File: config.mk
export PLATFORM = sky130hd
export DESIGN_NAME = row_maintenance_sequencer
export DESIGN_NICKNAME = d
export VERILOG_FILES = /design/src/row_maint_pkg.sv /design/src/row_maintenance_sequencer.sv /design/src/bank_activation_counter.sv
export SDC_FILE = /design/constraint.sdc
export NUM_CORES = 1
export LEC_CHECK = 0
export ABC_CLOCK_PERIOD_IN_PS = 6600
export BUFFER_PORTS_ARGS = -buffer_cell sky130_fd_sc_hd__buf_2
export CAP_MARGIN = 20
export CORE_ASPECT_RATIO = 1.2
export CORE_MARGIN = 2
export CORE_UTILIZATION = 55
export CTS_CLUSTER_DIAMETER = 40
export DETAILED_ROUTE_END_ITERATION = 8
export PLACE_DENSITY_LB_ADDON = 0.1
export SKIP_CTS_REPAIR_TIMING = 1
export SLEW_MARGIN = 30
export SYNTH_ARGS = -nofsm -noshare
export SYNTH_HDL_FRONTEND = slang
export SYNTH_SLANG_ARGS = --single-unit
File: constraint.sdc
create_clock -name aclk -period 6.6 [get_ports aclk]
set_input_delay 1.65 -clock aclk [delete_from_list [all_inputs] [get_ports aclk]]
set_output_delay 1.65 -clock aclk [all_outputs]
set_load 0.01 [all_outputs]
File: src/row_maint_pkg.sv
// shared constants for the row maintenance sequencer
package row_maint_pkg;

  // ==========================================================
  // register byte offsets
  localparam logic [7:0] ROW_HAMMER_OFS = 8'h00;
  localparam logic [7:0] REPAIR_CAP_OFS = 8'h04;
  localparam logic [7:0] REFRESH_RATE_OFS = 8'h08;
  localparam logic [7:0] DECREMENT_OFS = 8'h0C;
  localparam logic [7:0] CAPABILITY_OFS = 8'h10;
  localparam logic [7:0] STATUS_OFS = 8'h14;
  localparam logic [7:0] COUNT_BASE_OFS = 8'h20;

  // ==========================================================
  // field positions
  localparam int TRR_EN_BIT = 7;
  localparam int TRR_BANK_LSB = 4;
  localparam int REPAIR_EN_BIT = 4;
  localparam int CAP_UNLIM_BIT = 3;
  localparam int CAP_THR_LSB = 4;
  localparam int CAP_MULT_LSB = 9;
  localparam int CAP_REQ_BIT = 11;

  // ==========================================================
  // reset value and bus response codes
  localparam logic [1:0] DECREMENT_RST = 2'h2;
  localparam logic [1:0] RESP_OKAY = 2'h0;
  localparam logic [1:0] RESP_SLVERR = 2'h2;

  // ==========================================================
  // timing
  localparam int CLK_PERIOD_NS = 50;
  localparam int REPAIR_EXIT_NS = 15;
  localparam int NEW_ADDR_US = 50;
  localparam int PROGRAM_MS = 1000;
  localparam int REPAIR_EXIT_CYC =
    (REPAIR_EXIT_NS + CLK_PERIOD_NS - 1) / CLK_PERIOD_NS;
  localparam int NEW_ADDR_CYC =
    (NEW_ADDR_US * 1000 + CLK_PERIOD_NS - 1) / CLK_PERIOD_NS;
  localparam int PROGRAM_CYC_DEF =
    (PROGRAM_MS * 1000000) / CLK_PERIOD_NS;

  // ==========================================================
  // commands seen on the command/address bus
  typedef enum logic [2:0] {
    CMD_ACT = 3'h0,
    CMD_PRE = 3'h1,
    CMD_PRECHARGE_ALL_CMD = 3'h2,
    CMD_REF = 3'h3,
    CMD_RFM = 3'h4,
    CMD_OTHER = 3'h7
  } cmd_t;

  typedef enum logic [3:0] {
    TRR_IDLE = 4'b0001,
    TRR_ENTRY = 4'b0010,
    TRR_RUN = 4'b0100,
    TRR_CLOSE = 4'b1000
  } trr_state_t;

  typedef enum logic [7:0] {
    PPR_OFF = 8'b0000_0001,
    PPR_SETUP = 8'b0000_0010,
    PPR_ARMED = 8'b0000_0100,
    PPR_PROGRAM = 8'b0000_1000,
    PPR_EXIT = 8'b0001_0000,
    PPR_HOLD = 8'b0010_0000,
    PPR_POST = 8'b0100_0000,
    PPR_RESET_REQ = 8'b1000_0000
  } ppr_state_t;

endpackage

File: src/row_maintenance_sequencer.sv
// row maintenance sequencer: activation counts, targeted refresh, repair
//
// How it works
// - each activate adds one, saturating at all ones; lowering floored at zero
// - threshold and multiplier advertised, limit is threshold*(multiplier+1)
// - extra refresh lowers threshold*(decrement+2)/2, refresh threshold
// - unlimited count: enabling targeted refresh is ignored
// - bit 7 enables targeted refresh, 6:4 bank
// - enable self-clears after third precharge plus delay
// - three activate/precharge pairs, precharge-all counts
// - repair capability readable, one row per bank
//
// Implementation choices: the register offsets and register access over AXI4-Lite.
`timescale 1ns/1ns
`default_nettype none
module row_maintenance_sequencer
  import row_maint_pkg::*;
#(
  parameter int NUM_BANKS = 8,
  parameter int CNT_W = 12,
  parameter int THRESH_UNIT = 8,
  parameter logic [2:0] CAP_MAC = 3'h0,
  parameter logic CAP_UNLIMITED = 1'b0,
  parameter logic [4:0] CAP_THRESHOLD = 5'h14,
  parameter logic [1:0] CAP_MULT = 2'h3,
  parameter logic CAP_MGMT_REQ = 1'b1,
  parameter logic [7:0] CAP_REPAIR = 8'hFF,
  parameter int REG_SET_DELAY_NS = 20,
  parameter int PRECHARGE_NS = 20,
  parameter int PROGRAM_CYC = PROGRAM_CYC_DEF
) (
  input wire logic aclk,
  input wire logic aresetn,
  input wire logic cmd_valid,
  input wire logic [2:0] cmd_type,
  input wire logic [2:0] cmd_bank,
  input wire logic cmd_all_bank,
  input wire logic [7:0] s_axi_awaddr,
  input wire logic s_axi_awvalid,
  output logic s_axi_awready,
  input wire logic [31:0] s_axi_wdata,
  input wire logic [3:0] s_axi_wstrb,
  input wire logic s_axi_wvalid,
  output logic s_axi_wready,
  output logic [1:0] s_axi_bresp,
  output logic s_axi_bvalid,
  input wire logic s_axi_bready,
  input wire logic [7:0] s_axi_araddr,
  input wire logic s_axi_arvalid,
  output logic s_axi_arready,
  output logic [31:0] s_axi_rdata,
  output logic [1:0] s_axi_rresp,
  output logic s_axi_rvalid,
  input wire logic s_axi_rready,
  output logic [NUM_BANKS-1:0] bank_blocked,
  output logic trr_active,
  output logic repair_reset_request
);

  localparam int MRD_CYC =
    (REG_SET_DELAY_NS + CLK_PERIOD_NS - 1) / CLK_PERIOD_NS;
  localparam int RP_CYC = (PRECHARGE_NS + CLK_PERIOD_NS - 1) / CLK_PERIOD_NS;
  localparam int MRD_C = (MRD_CYC < 1) ? 1 : MRD_CYC;
  localparam int CLOSE_C = RP_CYC + MRD_C;
  localparam int EXIT_C = (REPAIR_EXIT_CYC < 1) ? 1 : REPAIR_EXIT_CYC;

  if (NUM_BANKS != 8 || CNT_W < 10 || CNT_W > 16 || PROGRAM_CYC < 1)
  begin : g_bad_params
    $error("row_maintenance_sequencer: unsupported parameters");
  end

  // ==========================================================
  // command decode
  wire act_cmd = cmd_valid && cmd_type == CMD_ACT;
  wire pre_cmd = cmd_valid && cmd_type == CMD_PRE;
  wire precharge_all_cmd_cmd = cmd_valid && cmd_type == CMD_PRECHARGE_ALL_CMD;
  wire ref_cmd = cmd_valid && cmd_type == CMD_REF;
  wire rfm_cmd = cmd_valid && cmd_type == CMD_RFM && CAP_MGMT_REQ;

  // ==========================================================
  // software-visible control
  logic [1:0] decrement_q;
  logic repair_en_q;
  logic [2:0] sel_bank_q;
  trr_state_t trr_q;
  logic [1:0] trr_pre_cnt_q;
  logic [1:0] trr_act_cnt_q;
  logic [15:0] trr_timer_q;
  ppr_state_t ppr_q;
  logic [31:0] ppr_timer_q;
  logic [2:0] ppr_bank_q;
  logic [NUM_BANKS-1:0] repaired_q;

  // ==========================================================
  // activation counters
  wire [CNT_W-1:0] threshold = CNT_W'(CAP_THRESHOLD * THRESH_UNIT);
  // limit = threshold times (multiplier field + 1)
  wire [CNT_W-1:0] limit = CNT_W'(threshold * (CAP_MULT + 3'h1));
  wire [CNT_W-1:0] rfm_amount =
    CNT_W'((threshold * (decrement_q + 3'h2)) >> 1);
  logic [CNT_W-1:0] counts [NUM_BANKS];

  for (genvar i = 0; i < NUM_BANKS; i++) begin : g_bank
    wire hit = cmd_bank == 3'(i) || cmd_all_bank;
    bank_activation_counter #(.CNT_W(CNT_W)) u_cnt (
      .aclk(aclk),
      .aresetn(aresetn),
      .act_hit(act_cmd && cmd_bank == 3'(i)),
      .ref_hit(ref_cmd && hit),
      .rfm_hit(rfm_cmd && hit),
      .ref_amount(threshold),
      .rfm_amount(rfm_amount),
      .limit(limit),
      .count_q(counts[i]),
      .blocked_q(bank_blocked[i])
    );
  end

  // ==========================================================
  // register bus: write channel
  logic aw_have_q;
  logic w_have_q;
  logic [7:0] waddr_q;
  logic [7:0] wbyte_q;
  logic wlane_q;
  wire aw_take = s_axi_awvalid && s_axi_awready;
  wire w_take = s_axi_wvalid && s_axi_wready;
  wire wr_fire = aw_have_q && w_have_q && !s_axi_bvalid;
  wire aw_have_d = (aw_have_q && !wr_fire) || aw_take;
  wire w_have_d = (w_have_q && !wr_fire) || w_take;
  wire wr_known = waddr_q == ROW_HAMMER_OFS || waddr_q == REFRESH_RATE_OFS ||
                  waddr_q == DECREMENT_OFS;
  wire wr_en = wr_fire && wr_known && wlane_q;
  wire rh_write = wr_en && waddr_q == ROW_HAMMER_OFS;
  wire trr_enable_wr = rh_write && wbyte_q[TRR_EN_BIT];
  wire trr_abort_wr = rh_write && !wbyte_q[TRR_EN_BIT];

  always_ff @(posedge aclk) begin
    if (!aresetn) begin
      aw_have_q <= 1'b0;
      w_have_q <= 1'b0;
      s_axi_awready <= 1'b1;
      s_axi_wready <= 1'b1;
      s_axi_bvalid <= 1'b0;
      s_axi_bresp <= RESP_OKAY;
      waddr_q <= 8'h00;
      wbyte_q <= 8'h00;
      wlane_q <= 1'b0;
    end else begin
      aw_have_q <= aw_have_d;
      w_have_q <= w_have_d;
      s_axi_awready <= !aw_have_d;
      s_axi_wready <= !w_have_d;
      if (aw_take) waddr_q <= s_axi_awaddr;
      if (w_take) begin
        wbyte_q <= s_axi_wdata[7:0];
        wlane_q <= s_axi_wstrb[0];
      end
      if (wr_fire) begin
        s_axi_bvalid <= 1'b1;
        s_axi_bresp <= wr_known ? RESP_OKAY : RESP_SLVERR;
      end else if (s_axi_bready) begin
        s_axi_bvalid <= 1'b0;
      end
    end
  end

  always_ff @(posedge aclk) begin
    if (!aresetn) begin
      decrement_q <= DECREMENT_RST;
      repair_en_q <= 1'b0;
    end else if (wr_en && waddr_q == DECREMENT_OFS) begin
      decrement_q <= wbyte_q[1:0];
    end else if (wr_en && waddr_q == REFRESH_RATE_OFS) begin
      repair_en_q <= wbyte_q[REPAIR_EN_BIT];
    end
  end

  // ==========================================================
  // targeted row refresh
  wire sel_pre = (pre_cmd && cmd_bank == sel_bank_q) || precharge_all_cmd_cmd;
  wire sel_act = act_cmd && cmd_bank == sel_bank_q;
  // unlimited count: entry ignored
  wire unlimited = CAP_MAC == 3'h0 && CAP_UNLIMITED;
  wire trr_start = trr_enable_wr && trr_q == TRR_IDLE && !unlimited;
  wire trr_timer_done = trr_timer_q == 16'h0000;

  always_ff @(posedge aclk) begin
    if (!aresetn) begin
      trr_q <= TRR_IDLE;
      trr_pre_cnt_q <= 2'h0;
      trr_act_cnt_q <= 2'h0;
      trr_timer_q <= 16'h0000;
      sel_bank_q <= 3'h0;
    end else if (trr_abort_wr || trr_start) begin
      // abort or entry restarts progress
      trr_q <= trr_start ? TRR_ENTRY : TRR_IDLE;
      trr_pre_cnt_q <= 2'h0;
      trr_act_cnt_q <= 2'h0;
      trr_timer_q <= 16'(MRD_C - 1);
      if (trr_start) sel_bank_q <= wbyte_q[TRR_BANK_LSB +: 3];
    end else begin
      case (trr_q)
        TRR_ENTRY: begin
          trr_timer_q <= trr_timer_q - 16'h0001;
          if (trr_timer_done) trr_q <= TRR_RUN;
        end
        TRR_RUN: begin
          if (sel_act && trr_act_cnt_q != 2'h3)
            trr_act_cnt_q <= trr_act_cnt_q + 2'h1;
          if (sel_pre) begin
            trr_pre_cnt_q <= trr_pre_cnt_q + 2'h1;
            if (trr_pre_cnt_q == 2'h2) begin
              trr_q <= TRR_CLOSE;
              trr_timer_q <= 16'(CLOSE_C - 1);
            end
          end
        end
        TRR_CLOSE: begin
          trr_timer_q <= trr_timer_q - 16'h0001;
          if (trr_timer_done) begin
            trr_q <= TRR_IDLE;
            trr_pre_cnt_q <= 2'h0;
            trr_act_cnt_q <= 2'h0;
          end
        end
        default: trr_q <= TRR_IDLE;
      endcase
    end
  end

  always_ff @(posedge aclk) begin
    if (!aresetn) trr_active <= 1'b0;
    else trr_active <= !(trr_abort_wr || (trr_q == TRR_CLOSE && trr_timer_done))
                       && (trr_start || trr_q != TRR_IDLE);
  end

  // ==========================================================
  // post package repair
  wire ppr_timer_done = ppr_timer_q == 32'h0000_0000;
  wire ppr_pre = pre_cmd || precharge_all_cmd_cmd;

  always_ff @(posedge aclk) begin
    if (!aresetn) begin
      ppr_q <= PPR_OFF;
      ppr_timer_q <= 32'h0000_0000;
      ppr_bank_q <= 3'h0;
      repaired_q <= '0;
    end else begin
      if (ppr_timer_q != 32'h0000_0000)
        ppr_timer_q <= ppr_timer_q - 32'h0000_0001;
      case (ppr_q)
        PPR_OFF: if (repair_en_q && CAP_REPAIR != 8'h00) begin
          ppr_q <= PPR_SETUP;
          ppr_timer_q <= 32'(MRD_C - 1);
        end
        PPR_SETUP: if (!repair_en_q) ppr_q <= PPR_OFF;
          else if (ppr_timer_done) ppr_q <= PPR_ARMED;
        PPR_ARMED: if (!repair_en_q) ppr_q <= PPR_OFF;
          else if (act_cmd && !repaired_q[cmd_bank]) begin
            ppr_q <= PPR_PROGRAM;
            ppr_bank_q <= cmd_bank;
            ppr_timer_q <= 32'(PROGRAM_CYC - 1);
          end
        PPR_PROGRAM: if (ppr_pre) begin
          // precharge before programming time ends loses the repair
          ppr_q <= ppr_timer_done ? PPR_EXIT : PPR_ARMED;
          ppr_timer_q <= 32'(EXIT_C - 1);
          if (ppr_timer_done) repaired_q[ppr_bank_q] <= 1'b1;
        end
        PPR_EXIT: if (ppr_timer_done) ppr_q <= PPR_HOLD;
        PPR_HOLD: if (!repair_en_q) begin
          ppr_q <= PPR_POST;
          ppr_timer_q <= 32'(NEW_ADDR_CYC - 1);
        end
        PPR_POST: if (ppr_timer_done) ppr_q <= PPR_RESET_REQ;
        PPR_RESET_REQ: ppr_q <= PPR_RESET_REQ;
        default: ppr_q <= PPR_OFF;
      endcase
    end
  end

  always_ff @(posedge aclk) begin
    if (!aresetn) repair_reset_request <= 1'b0;
    else repair_reset_request <= ppr_q == PPR_RESET_REQ;
  end

  // ==========================================================
  // register bus: read channel
  wire ar_take = s_axi_arvalid && s_axi_arready;
  wire [7:0] ra = s_axi_araddr;
  wire ra_count = ra >= COUNT_BASE_OFS &&
                  ra < COUNT_BASE_OFS + 8'(4 * NUM_BANKS) && ra[1:0] == 2'h0;
  wire [2:0] ra_bank = 3'((ra - COUNT_BASE_OFS) >> 2);
  wire [31:0] cap_word = {20'h00000, CAP_MGMT_REQ, CAP_MULT, CAP_THRESHOLD,
                          CAP_UNLIMITED, CAP_MAC};
  wire [31:0] status_word = {repaired_q, ppr_q, 7'h00, trr_act_cnt_q,
                             trr_pre_cnt_q, trr_q, trr_active};
  wire [31:0] rh_word = {24'h000000, trr_active, sel_bank_q, 4'h0};
  wire rd_known = ra == ROW_HAMMER_OFS || ra == REPAIR_CAP_OFS ||
                  ra == REFRESH_RATE_OFS || ra == DECREMENT_OFS ||
                  ra == CAPABILITY_OFS || ra == STATUS_OFS || ra_count;
  wire [31:0] rd_word =
    ra == ROW_HAMMER_OFS ? rh_word :
    ra == REPAIR_CAP_OFS ? {24'h000000, CAP_REPAIR} :
    ra == REFRESH_RATE_OFS ? 32'(repair_en_q) << REPAIR_EN_BIT :
    ra == DECREMENT_OFS ? {30'h00000000, decrement_q} :
    ra == CAPABILITY_OFS ? cap_word :
    ra == STATUS_OFS ? status_word :
    ra_count ? 32'(counts[ra_bank]) : 32'h0000_0000;

  always_ff @(posedge aclk) begin
    if (!aresetn) begin
      s_axi_arready <= 1'b1;
      s_axi_rvalid <= 1'b0;
      s_axi_rdata <= 32'h0000_0000;
      s_axi_rresp <= RESP_OKAY;
    end else if (ar_take) begin
      s_axi_arready <= 1'b0;
      s_axi_rvalid <= 1'b1;
      s_axi_rdata <= rd_word;
      s_axi_rresp <= rd_known ? RESP_OKAY : RESP_SLVERR;
    end else if (s_axi_rvalid && s_axi_rready) begin
      s_axi_arready <= 1'b1;
      s_axi_rvalid <= 1'b0;
    end
  end

endmodule // row_maintenance_sequencer
`default_nettype wire

File: src/bank_activation_counter.sv
// per-bank rolling activation counter with blocking flag
`timescale 1ns/1ns
`default_nettype none
module bank_activation_counter #(
  parameter int CNT_W = 12
) (
  input wire logic aclk,
  input wire logic aresetn,
  input wire logic act_hit,
  input wire logic ref_hit,
  input wire logic rfm_hit,
  input wire logic [CNT_W-1:0] ref_amount,
  input wire logic [CNT_W-1:0] rfm_amount,
  input wire logic [CNT_W-1:0] limit,
  output logic [CNT_W-1:0] count_q,
  output logic blocked_q
);

  logic [CNT_W-1:0] amount;
  logic [CNT_W-1:0] lowered;
  logic [CNT_W-1:0] count_d;

  assign amount = rfm_hit ? rfm_amount : ref_amount;
  // floor at zero, never negative
  assign lowered = (count_q > amount) ? count_q - amount : '0;
  // extra-refresh uses threshold times (decrement + 2) / 2, refresh threshold
  assign count_d = (rfm_hit || ref_hit) ? lowered :
                   (act_hit && count_q != '1) ? count_q + 1'b1 : count_q;

  always_ff @(posedge aclk) begin
    if (!aresetn) begin
      count_q <= '0;
      blocked_q <= 1'b0;
    end else begin
      count_q <= count_d;
      blocked_q <= (limit != '0) && (count_d >= limit);
    end
  end

endmodule // bank_activation_counter
`default_nettype wire

==> reports/qor.txt, run 1 <==
RePlAce Congestion -> 0.903
Post-layout instance area -> 17,500 sq um
Count of H-tree levels built during CTS -> 2
Clk Latency, worst-skew pair -> 0.53 ns
Ant. Diodes -> 0
Width of the die -> 158 um
Seq/Total Area, Yosys -> 30.7%
Post-layout minimum cycle time -> 5.04 ns
Count of standard-cell rows -> 67
Worst Setup Path Type -> primary input to register
Maximum fanout count along the critical path -> 15
Worst endpoint required time -> 7.00 ns
Count of final max-slew check failures -> 0
Number of top-level pins -> 118
Ratio of cells with drive above 1 in the final layout -> 12.2%
Overall power of the completed layout -> 4.69 mW
Area of the mapped netlist -> 15,600 sq um
Maximum achievable frequency -> 198 MHz
GRT overflow -> 0
Core Footprint -> 27,900 sq um
Setup clock skew after layout -> 0.0250 ns
Maximum number of pins on one net before global-route repair -> 57
Synthesized area per cell -> 8.07 sq um
Via density -> 6.16
Critical path capture point type -> register
Static Leak -> 6.67 nW
Remaining DRCs -> 0
Final routed wire length divided by cell count -> 18.9 um
Worst rel slew slack -> 34.5%
Placed standard-cell area -> 16,200 sq um
Path type of the worst min-delay path -> register to register
Final number of hold-violating endpoints -> 0
First-pass GRT wire length -> 71,700 um
Post-Route Utilization -> 62.8%
Hpwl dp -> 32,700 um
TritonCTS clock tree -> yes
Commonest cells after routing, fill and taps aside -> sky130_fd_sc_hd__nor2_1, sky130_fd_sc_hd__dfxtp_1, sky130_fd_sc_hd__nand2_1, sky130_fd_sc_hd__a21oi_1, sky130_fd_sc_hd__o21ai_0
Via count of the first global-routing pass -> 13.9k
TritonCTS Buffers -> 38
#FFs+latches synth -> 239
Status -> finished, final reports clean
Overall global routing resource usage -> 30.1%
Number of standard cells after synthesis -> 1,934
Worst hold slack -> 0.451 ns
Antenna violation net count after detailed routing -> 0
Detailed Routing Iterations Pass 1 -> 7
Prevailing post-synth register cell -> sky130_fd_sc_hd__dfxtp_1
Antenna violations before repair -> 0
Clock slew at the register clock pins of the worst setup and hold paths -> 0.06 ns
Effective utilization at floorplan -> 55.9%
First-iteration detailed-routing DRC count -> 1,226
RSZ-0062 raised after global routing -> no
Clk root buf -> sky130_fd_sc_hd__clkbuf_16
Setup TNS after final layout -> 0 ns
Layout net count -> 2,131
Number of synthesized flops with an enable pin -> 0
Vert. Die Dim -> 188 um
Total power per unit cell area -> 267 nW/um^2
Distinct cell type count of the synthesized netlist -> 94
Most common library cell in the layout ignoring fill and taps -> sky130_fd_sc_hd__nor2_1
Transition at the pin with the smallest max-transition slack -> 0.980 ns
Via count of the routed design -> 14.7k
Bufs on Longest Clock Path -> 3
Data arrival time at the worst-slack endpoint -> 5.44 ns
Number of max-capacitance violations reported -> 0
Sink Count -> 239
Layout Area Growth over Synthesis -> 12.4%
Yosys warnings -> 0
Final wirelength -> 45,200 um
Async set-reset flop share out of synthesis -> 0%
Period utilisation layout -> 76.4%
Count of buffers inserted at the top-level ports -> 82
CP Launch Type -> primary input
Area enclosed by the die boundary -> 29,700 sq um
Setup violators final -> 0
Worst voltage drop across the vdd grid -> 0.000201 V
==> routing by layer <==
metal  vias to the layer above  GRT usage, %  part of all wire, %
li1                       7111             -                    -
met2                       540          50.9                   48
met1                      6947          37.1                   41
met5                         -             0                    0
met4                         0          14.8                  4.8
met3                       134          4.44                  6.6
==> metrics by stage <==
step	cells	setup WS [ns]
floorplan	1946	1.53
global placement	2323	1.21
detailed placement	2323	1.08
CTS	2391	1.60
global route	2391	1.26
finish	2391	1.56
==> cell type report <==
class / count / area [sq um]
tap: 379 / 474
multi-input combinational: 1538 / 10200
clock inverter: 26 / 363
clock buffer: 42 / 976
inverter: 74 / 279
fill: 2497 / 10400
sequential: 239 / 4780
timing repair buffer: 93 / 495
==> cells in the mapped netlist (18+ instances only) <==
cell | instances | area, sq um
sky130_fd_sc_hd__nand3_1 | 83 | 415
sky130_fd_sc_hd__o22ai_1 | 24 | 150
sky130_fd_sc_hd__xor2_1 | 47 | 412
sky130_fd_sc_hd__inv_1 | 72 | 270
sky130_fd_sc_hd__nor2_1 | 241 | 905
sky130_fd_sc_hd__xnor2_1 | 75 | 657
sky130_fd_sc_hd__a22oi_1 | 25 | 188
sky130_fd_sc_hd__o21ai_0 | 85 | 425
sky130_fd_sc_hd__or2_2 | 23 | 144
sky130_fd_sc_hd__and3_1 | 20 | 125
sky130_fd_sc_hd__o21a_1 | 22 | 165
sky130_fd_sc_hd__or3_1 | 20 | 125
sky130_fd_sc_hd__nor3_1 | 53 | 265
sky130_fd_sc_hd__a31oi_1 | 18 | 113
sky130_fd_sc_hd__ha_1 | 72 | 901
sky130_fd_sc_hd__a21oi_1 | 118 | 591
sky130_fd_sc_hd__dfxtp_1 | 239 | 4780
sky130_fd_sc_hd__nor4_1 | 31 | 194
sky130_fd_sc_hd__nand2_1 | 164 | 616
sky130_fd_sc_hd__nor2b_1 | 21 | 131
sky130_fd_sc_hd__nand4_1 | 43 | 269
sky130_fd_sc_hd__mux2i_1 | 21 | 210
sky130_fd_sc_hd__and2_1 | 45 | 282
sky130_fd_sc_hd__clkbuf_1 | 61 | 229
sky130_fd_sc_hd__mux4_2 | 26 | 586
==> power breakdown <==
group,switching [mW],internal (mW),total [mW],leakage (nW)
clock network,0.778,1.32,2.10,0.632
logic,0.544,0.374,0.918,4.10
registers,0.117,1.55,1.67,1.94
total,1.44,3.25,4.69,6.67
==> worst max-delay path, cell delays in order <==
cell,delay [ns]
sky130_fd_sc_hd__buf_2,0.26
sky130_fd_sc_hd__nor3b_1,0.59
sky130_fd_sc_hd__nor2_1,0.14
sky130_fd_sc_hd__nor3_1,0.21
sky130_fd_sc_hd__ha_1,0.22
sky130_fd_sc_hd__inv_1,0.06
sky130_fd_sc_hd__fa_1,0.42
sky130_fd_sc_hd__a211oi_1,0.23
sky130_fd_sc_hd__o21ai_0,0.14
sky130_fd_sc_hd__a311oi_1,0.52
sky130_fd_sc_hd__nor2_1,0.20
sky130_fd_sc_hd__and2_1,0.18
sky130_fd_sc_hd__o32a_1,0.34
sky130_fd_sc_hd__a211o_1,0.27
==> path summary, 6_finish.rpt <==
check	from	to	slack (ns)	depth (start not counted)
max	cmd_bank[0]	g_bank[2].u_cnt.blocked_q$_SDFF_PN0_	1.56	14
min	waddr_q[5]$_SDFFE_PN0P_	waddr_q[5]$_SDFFE_PN0P_	0.45	2
min reg2reg	waddr_q[5]$_SDFFE_PN0P_	waddr_q[5]$_SDFFE_PN0P_	0.45	2
max reg2reg	decrement_q[0]$_SDFFE_PN0P_	g_bank[2].u_cnt.blocked_q$_SDFF_PN0_	2.17	11
==> sequential cells by signal, summed over array words and instances, names as in the netlist, 2 cells and up <==
register	count
trr_timer_q	16
ppr_q	8
ppr_bank_q	3
trr_q	4
g_bank.u_cnt.blocked_q	8
repaired_q	8
g_bank.u_cnt.count_q	96
trr_pre_cnt_q	2
waddr_q	8
s_axi_rdata	28
sel_bank_q	3
trr_act_cnt_q	2
wbyte_q	6
decrement_q	2
ppr_timer_q	32
==> logic make-up (layout without fill, tap and decap cells) <==
logic type / after synthesis / in the layout / synth area share, %
compound gates: 431 / 431 / 18.1
flops: 239 / 239 / 30.7
buf+inv: 169 / 235 / 4.56
xor+xnor: 122 / 122 / 6.85
fa+ha+maj: 80 / 80 / 6.80
other cells: 2 / 14 / 0.0481
mux: 47 / 47 / 5.10
simple gates: 844 / 844 / 27.9
Note: power is estimated with default switching activity, not from simulation.
==> inputs of run 2 (changes only) <==
ABC_CLOCK_PERIOD_IN_PS = 5100   (was 6600)
clock period = 5.1 ns   (was 6.6 ns; I/O delays follow)
==> run 2 against run 1 <==
Compared with the run above: flip-flop and latch count unchanged; global-route usage increased by 0.30 points; largest power group unchanged; largest cell class unchanged; die area unchanged; combinational power increased by 30%.
==> reports/qor.txt, run 2 (synthesis gave the netlist of run 1 again) <==
Worst-case hold path end point -> waddr_q[6]$_SDFFE_PN0P_
Endpoint of the lowest-slack register-to-register path -> g_bank[1].u_cnt.blocked_q$_SDFF_PN0_
CP Launch Type -> primary input
Maximum number of pins on one net before global-route repair -> 45
Layout net count -> 2,149
Static Leak -> 6.74 nW
Global Route met2 Usage -> 52.0%
FF-to-FF path depth -> 13
Detailed Routing Iterations Pass 1 -> 5
Antenna violation net count after detailed routing -> 0
Number of top-level pins -> 118
Antenna violations before repair -> 0
Via count of the routed design -> 14.8k
Sink Count -> 239
Vert. Die Dim -> 188 um
Ratio of cells with drive above 1 in the final layout -> 13.0%
Data arrival time at the worst-slack endpoint -> 4.69 ns
Most common library cell in the layout ignoring fill and taps -> sky130_fd_sc_hd__nor2_1
Worst rel slew slack -> 40.8%
Clk root buf -> sky130_fd_sc_hd__clkbuf_16
Period utilisation layout -> 83.7%
Number of max-capacitance violations reported -> 0
Via density -> 6.13
Setup violators final -> 0
Startpoint of the most critical hold path -> waddr_q[6]$_SDFFE_PN0P_
Maximum fanout count along the critical path -> 12
Width of the die -> 158 um
RePlAce Congestion -> 0.975
GRT overflow -> 0
Overall global routing resource usage -> 30.4%
Maximum achievable frequency -> 234 MHz
Worst hold path stage count -> 2
Hpwl dp -> 33,300 um
TritonCTS Buffers -> 39
Clk Latency, worst-skew pair -> 0.55 ns
Worst endpoint required time -> 5.52 ns
Origin of the worst setup path -> cmd_bank[0]
Area enclosed by the die boundary -> 29,700 sq um
Ant. Diodes -> 0
Via count of the first global-routing pass -> 14.0k
First-pass GRT wire length -> 72,100 um
Grt peak-use layer -> met2
Setup TNS after final layout -> 0 ns
Count of final max-slew check failures -> 0
Final wirelength -> 45,500 um
Layout Area Growth over Synthesis -> 13.0%
Met1 Use GR -> 37.3%
Transition at the pin with the smallest max-transition slack -> 0.888 ns
Count of standard-cell rows -> 67
Startpoint of the lowest-slack register-to-register path -> decrement_q[0]$_SDFFE_PN0P_
Register with the most flip-flops -> g_bank.u_cnt.count_q
Status -> finished, final reports clean
RSZ-0062 raised after global routing -> no
Number of standard cells in the final layout excluding fillers -> 2,412
Count of buffers inserted at the top-level ports -> 82
Remaining DRCs -> 0
TritonCTS clock tree -> yes
Number of flip-flops under the largest register name -> 96
First-iteration detailed-routing DRC count -> 1,163
GRT met3 Usage -> 4.88%
Biggest registers after layout -> g_bank.u_cnt.count_q: 96 flops, ppr_timer_q: 32 flops, s_axi_rdata: 28 flops
Critical path capture point type -> register
Final number of hold-violating endpoints -> 0
Count of H-tree levels built during CTS -> 2
Effective utilization at floorplan -> 55.9%
Worst Setup Path Type -> primary input to register
Core Footprint -> 27,900 sq um
Worst reg2reg setup slack -> 1.03 ns
Bufs on Longest Clock Path -> 3
Path type of the worst min-delay path -> register to register
Worst hold slack -> 0.450 ns
Commonest cells after routing, fill and taps aside -> sky130_fd_sc_hd__nor2_1, sky130_fd_sc_hd__dfxtp_1, sky130_fd_sc_hd__nand2_1, sky130_fd_sc_hd__a21oi_1, sky130_fd_sc_hd__o21ai_0
Clock slew at the register clock pins of the worst setup and hold paths -> 0.05 ns
Dpl cells -> 2,339
Worst voltage drop across the vdd grid -> 0.000259 V
Final routed wire length divided by cell count -> 18.9 um
Post-layout minimum cycle time -> 4.27 ns
Total power per unit cell area -> 338 nW/um^2
Setup clock skew after layout -> 0.0214 ns
run 2: changes by cell type in the layout (fill, tap and decap cells not counted), sizes merged:
cell    before  now
buf         93  110
bufinv       6    2
clkinv      11   12
clkbuf      42   48
inv         77   78
run 2: report_power, final:
group | internal, mW | leakage (nW) | switching, mW
sequential | 2.01 | 1.94 | 0.150
combinational | 0.489 | 4.18 | 0.698
clock | 1.62 | 0.627 | 0.988
run 2: layer usage:
metal  vias up  wire length (um)
met4         0              2070
li1       7141                 -
met5         -                 0
met1      7005             18900
met2       508             21700
met3       134              2750
run 2: worst max path at each step:
stage	end	slack [ns]
after floorplan	g_bank[2].u_cnt.blocked_q$_SDFF_PN0_	0.41
final	g_bank[1].u_cnt.blocked_q$_SDFF_PN0_	0.83
after CTS	g_bank[1].u_cnt.blocked_q$_SDFF_PN0_	0.95
after global routing	g_bank[5].u_cnt.blocked_q$_SDFF_PN0_	0.61
after detailed placement	g_bank[1].u_cnt.blocked_q$_SDFF_PN0_	0.40
after global placement	g_bank[5].u_cnt.blocked_q$_SDFF_PN0_	0.45
run 2: critical path, cell delays in order:
cell and delay [ns]:
sky130_fd_sc_hd__buf_2 0.32, sky130_fd_sc_hd__nor3b_1 0.26, sky130_fd_sc_hd__buf_4 0.18, sky130_fd_sc_hd__nor2_1 0.06, sky130_fd_sc_hd__or3_1 0.37, sky130_fd_sc_hd__ha_1 0.41
sky130_fd_sc_hd__nor4bb_1 0.39, sky130_fd_sc_hd__nand3_1 0.18, sky130_fd_sc_hd__o41ai_1 0.38, sky130_fd_sc_hd__a21oi_1 0.15, sky130_fd_sc_hd__a22oi_1 0.25, sky130_fd_sc_hd__o211ai_1 0.15
sky130_fd_sc_hd__a211o_1 0.31
run 2: layout make-up:
class,count,area [sq um]
Fill cell,2470,10300
Multi-Input combinational cell,1538,10200
Sequential cell,239,4780
Clock buffer,48,1070
Timing Repair Buffer,110,631
Tap cell,379,474
Inverter,74,279
Clock inverter,24,229
run 2: metrics by stage:
stage	utilization [%]	setup slack (ns)	instance area, sq um	total power, mW
after floorplan	-	0.410	15600	3.08
after global placement	58.4	0.454	16300	3.34
after detailed placement	58.4	0.402	16300	3.36
after CTS	63.1	0.951	17600	5.98
after global routing	63.1	0.614	17600	6.23
final	63.1	0.829	17600	5.95
==> inputs of run 3 (changes only) <==
ABC_AREA = 1   (was unset)
ABC_CLOCK_PERIOD_IN_PS = 3900   (was 5100)
clock period = 3.9 ns   (was 5.1 ns; I/O delays follow)
==> run 3 against run 2 <==
Compared with the run above: global-route usage grew 1.7 points; routed wire length grew 21%; non-clock buffer count shrank 9; first-iteration DRC count grew 31%; sequential share of layout area shrank 3.2 points; highest routed layer unchanged; synthesized cell count grew 50%; register-to-register slack lost 0.11 ns; power grew 58%; critical path depth grew 6; critical endpoint is now g_bank[2].u_cnt.blocked_q$_SDFF_PN0_; flip-flop and latch count is the same; final cell count grew 42%; via count grew 29%.
==> reports/qor.txt, run 3 <==
Commonest cells after routing, fill and taps aside -> sky130_fd_sc_hd__nand2_1, sky130_fd_sc_hd__nor2_1, sky130_fd_sc_hd__inv_1, sky130_fd_sc_hd__dfxtp_1, sky130_fd_sc_hd__nand3_1
Data arrival time at the worst-slack endpoint -> 3.68 ns
Critical path's slowest cell -> sky130_fd_sc_hd__fa_1
Width of the die -> 168 um
Number of max-capacitance violations reported -> 0
First-iteration detailed-routing DRC count -> 1,529
Count of buffers inserted at the top-level ports -> 82
Most common cell in the netlist -> sky130_fd_sc_hd__nand2_1
Count of buffering cells on the critical path with inverters included -> 3
Maximum number of pins on one net before global-route repair -> 78
Register with the most flip-flops -> g_bank.u_cnt.count_q
Total power per unit cell area -> 472 nW/um^2
Status -> finished, final reports clean
Area enclosed by the die boundary -> 33,600 sq um
Worst endpoint required time -> 4.33 ns
Clock slew at the register clock pins of the worst setup and hold paths -> 0.06 ns
Effective utilization at floorplan -> 56.1%
Number of top-level pins -> 118
Seq/Total Area, Yosys -> 27.1%
Largest family of logic cells by synthesized area -> simple AND/OR/NAND/NOR gates
Ratio of cells with drive above 1 in the final layout -> 10.3%
Startpoint of the lowest-slack register-to-register path -> decrement_q[1]$_SDFFE_PN1P_
Final number of hold-violating endpoints -> 0
Layout Area Growth over Synthesis -> 12.8%
Setup TNS after final layout -> 0 ns
Most common library cell in the layout ignoring fill and taps -> sky130_fd_sc_hd__nand2_1
Transition at the pin with the smallest max-transition slack -> 0.776 ns
Distinct cell type count of the synthesized netlist -> 56
Layout net count -> 3,137
Cell Chain, Critical Path -> buf_2, nor2_2, nand3_1, nor2_1, inv_1, nor2_1, ha_1, inv_1, fa_1, nand3_1, nand2_1, nand2_1, nand2_1, nand2_1, nor2_4, nand3_1, nand2_1, o21ai_0, nand2_1
Count of standard-cell rows -> 71
Core Footprint -> 31,500 sq um
Maximum achievable frequency -> 308 MHz
RePlAce Congestion -> 1.03
Critical Path Most Common Cell -> sky130_fd_sc_hd__nand2_1
Via density -> 5.58
XOR/XNOR Fraction of Synth Area -> 2.92%
Detailed Routing Iterations Pass 1 -> 6
Compound-Gate Fraction of Synth Area -> 11.4%
Origin of the worst setup path -> cmd_type[1]
#FFs+latches synth -> 239
Critical path capture point type -> register
RSZ-0062 raised after global routing -> no
Worst voltage drop across the vdd grid -> 0.000299 V
TritonCTS clock tree -> yes
Share of the synthesized area in the top cell type -> 27.1%
Adder-cell share of the synthesized area -> 6.00%
Count of final max-slew check failures -> 0
Worst Setup Path Type -> primary input to register
Antenna violations before repair -> 1
Ranking of synthesized cells by area -> sky130_fd_sc_hd__dfxtp_1, sky130_fd_sc_hd__nand2_1, sky130_fd_sc_hd__nor2_1
Bufs on Longest Clock Path -> 3
Async set-reset flop share out of synthesis -> 0%
Static Leak -> 9.12 nW
Final routed wire length divided by cell count -> 16.1 um
Post-layout minimum cycle time -> 3.25 ns
Yosys warnings -> 0
Largest stage delay, worst path -> 0.42 ns
Path type of the worst min-delay path -> register to register
Filler instances -> 3,104
Antenna violation net count after detailed routing -> 0
Sink Count -> 239
TritonCTS Buffers -> 47
Setup violators final -> 0
Clk Latency, worst-skew pair -> 0.56 ns
Biggest registers after layout -> g_bank.u_cnt.count_q: 96 flops, ppr_timer_q: 32 flops, s_axi_rdata: 28 flops
Overall power of the completed layout -> 9.42 mW
Setup clock skew after layout -> 0.0123 ns
Number of synthesized flops with an enable pin -> 0
Hpwl dp -> 41,900 um
GRT overflow -> 0
Remaining DRCs -> 0
Period utilisation layout -> 83.3%
First-pass GRT wire length -> 88,800 um
Vert. Die Dim -> 200 um
Number of flip-flops under the largest register name -> 96
Startpoint of the most critical hold path -> s_axi_rdata[5]$_SDFFE_PN0P_
Largest delay share family, worst path -> simple AND/OR/NAND/NOR gates
Fraction of synthesized area in multiplexers -> 0%
Overall global routing resource usage -> 32.1%
Count of H-tree levels built during CTS -> 2
Maximum fanout count along the critical path -> 8
Via count of the routed design -> 19.1k
Final wirelength -> 55,100 um
Via count of the first global-routing pass -> 17.9k
CP Launch Type -> primary input
Clk root buf -> sky130_fd_sc_hd__clkbuf_16
Prevailing post-synth register cell -> sky130_fd_sc_hd__dfxtp_1
Cell type with the largest total area after synthesis -> sky130_fd_sc_hd__dfxtp_1
Synth top cells by count -> sky130_fd_sc_hd__nand2_1, sky130_fd_sc_hd__nor2_1, sky130_fd_sc_hd__inv_1
Worst rel slew slack -> 48.2%
Area share of and/or/nand/nor cells after synthesis -> 43.5%
Number of standard cells after synthesis -> 2,904
Synthesized area per cell -> 6.09 sq um
Post-Route Utilization -> 63.2%
Area of the mapped netlist -> 17,700 sq um
-- run 3: changes by cell type after synthesis, sizes merged, moves of 21 or more --
cell    change
and2       -41
mux2i      -21
a21oi      +92
xnor2      -61
nor4       -27
inv       +243
nand3     +153
nand2     +735
nand4      +62
clkbuf     -26
mux4       -26
nor2      +173
a22oi      -25
-- run 3: cell families after synthesis --
| family | Yosys count |
|---|---|
| buffers and inverters | 397 |
| DFF | 239 |
| adders and majority gates | 80 |
| xor gates and xnor gates | 59 |
| and+or+nand+nor | 1755 |
| other | 2 |
| AOI/OAI and AO/OA | 372 |
-- run 3: worst paths after layout --
path                                                              to  slack [ns]  cells after the start
worst max register to register  g_bank[6].u_cnt.blocked_q$_SDFF_PN0_        0.92                     13
worst max-delay path            g_bank[2].u_cnt.blocked_q$_SDFF_PN0_        0.65                     19
worst min register to register           s_axi_rdata[5]$_SDFFE_PN0P_        0.46                      2
worst min-delay path                     s_axi_rdata[5]$_SDFFE_PN0P_        0.46                      2
-- run 3: power by group --
group / internal (mW) / switching [mW] / leakage, nW / total (mW)
Combinational: 0.909 / 1.78 / 6.44 / 2.69
Clock: 2.49 / 1.45 / 0.747 / 3.94
Sequential: 2.62 / 0.170 / 1.94 / 2.79
-- run 3: per-layer routing --
| layer | vias up | routed length (um) | track usage, % |
|---|---|---|---|
| met5 | - | 0 | 0 |
| met4 | 0 | 2340 | 13.5 |
| met3 | 150 | 3490 | 4.78 |
| met2 | 601 | 26100 | 55.5 |
| met1 | 8766 | 23100 | 39.8 |
| li1 | 9605 | - | - |
-- run 3: through the flow --
step,hold slack (ns),area (sq um),std cells,setup WS (ns)
2_1_floorplan,0.444,17700,2916,0.651
3_3_place_gp,0.453,18400,3342,0.237
3_5_place_dp,0.452,18400,3342,0.154
4_1_cts,0.463,19900,3425,0.720
5_1_grt,0.488,19900,3425,0.425
6_report,0.461,19900,3426,0.653
-- run 3: final cells by class --
type	count	area (sq um)	area share, %
clock inverter	29	275	1.38
sequential	239	4780	24.0
tap	401	502	2.52
inverter	321	1210	6.06
antenna	1	2.50	0.0125
clock buffer	54	1270	6.39
timing repair buffer	101	566	2.84
multi-input combinational	2280	11300	56.8
-- run 3: worst min-delay path, stage by stage, from the launching register on --
cell and delay [ns]:
sky130_fd_sc_hd__dfxtp_1 0.30, sky130_fd_sc_hd__nand2_1 0.06, sky130_fd_sc_hd__a21oi_1 0.05
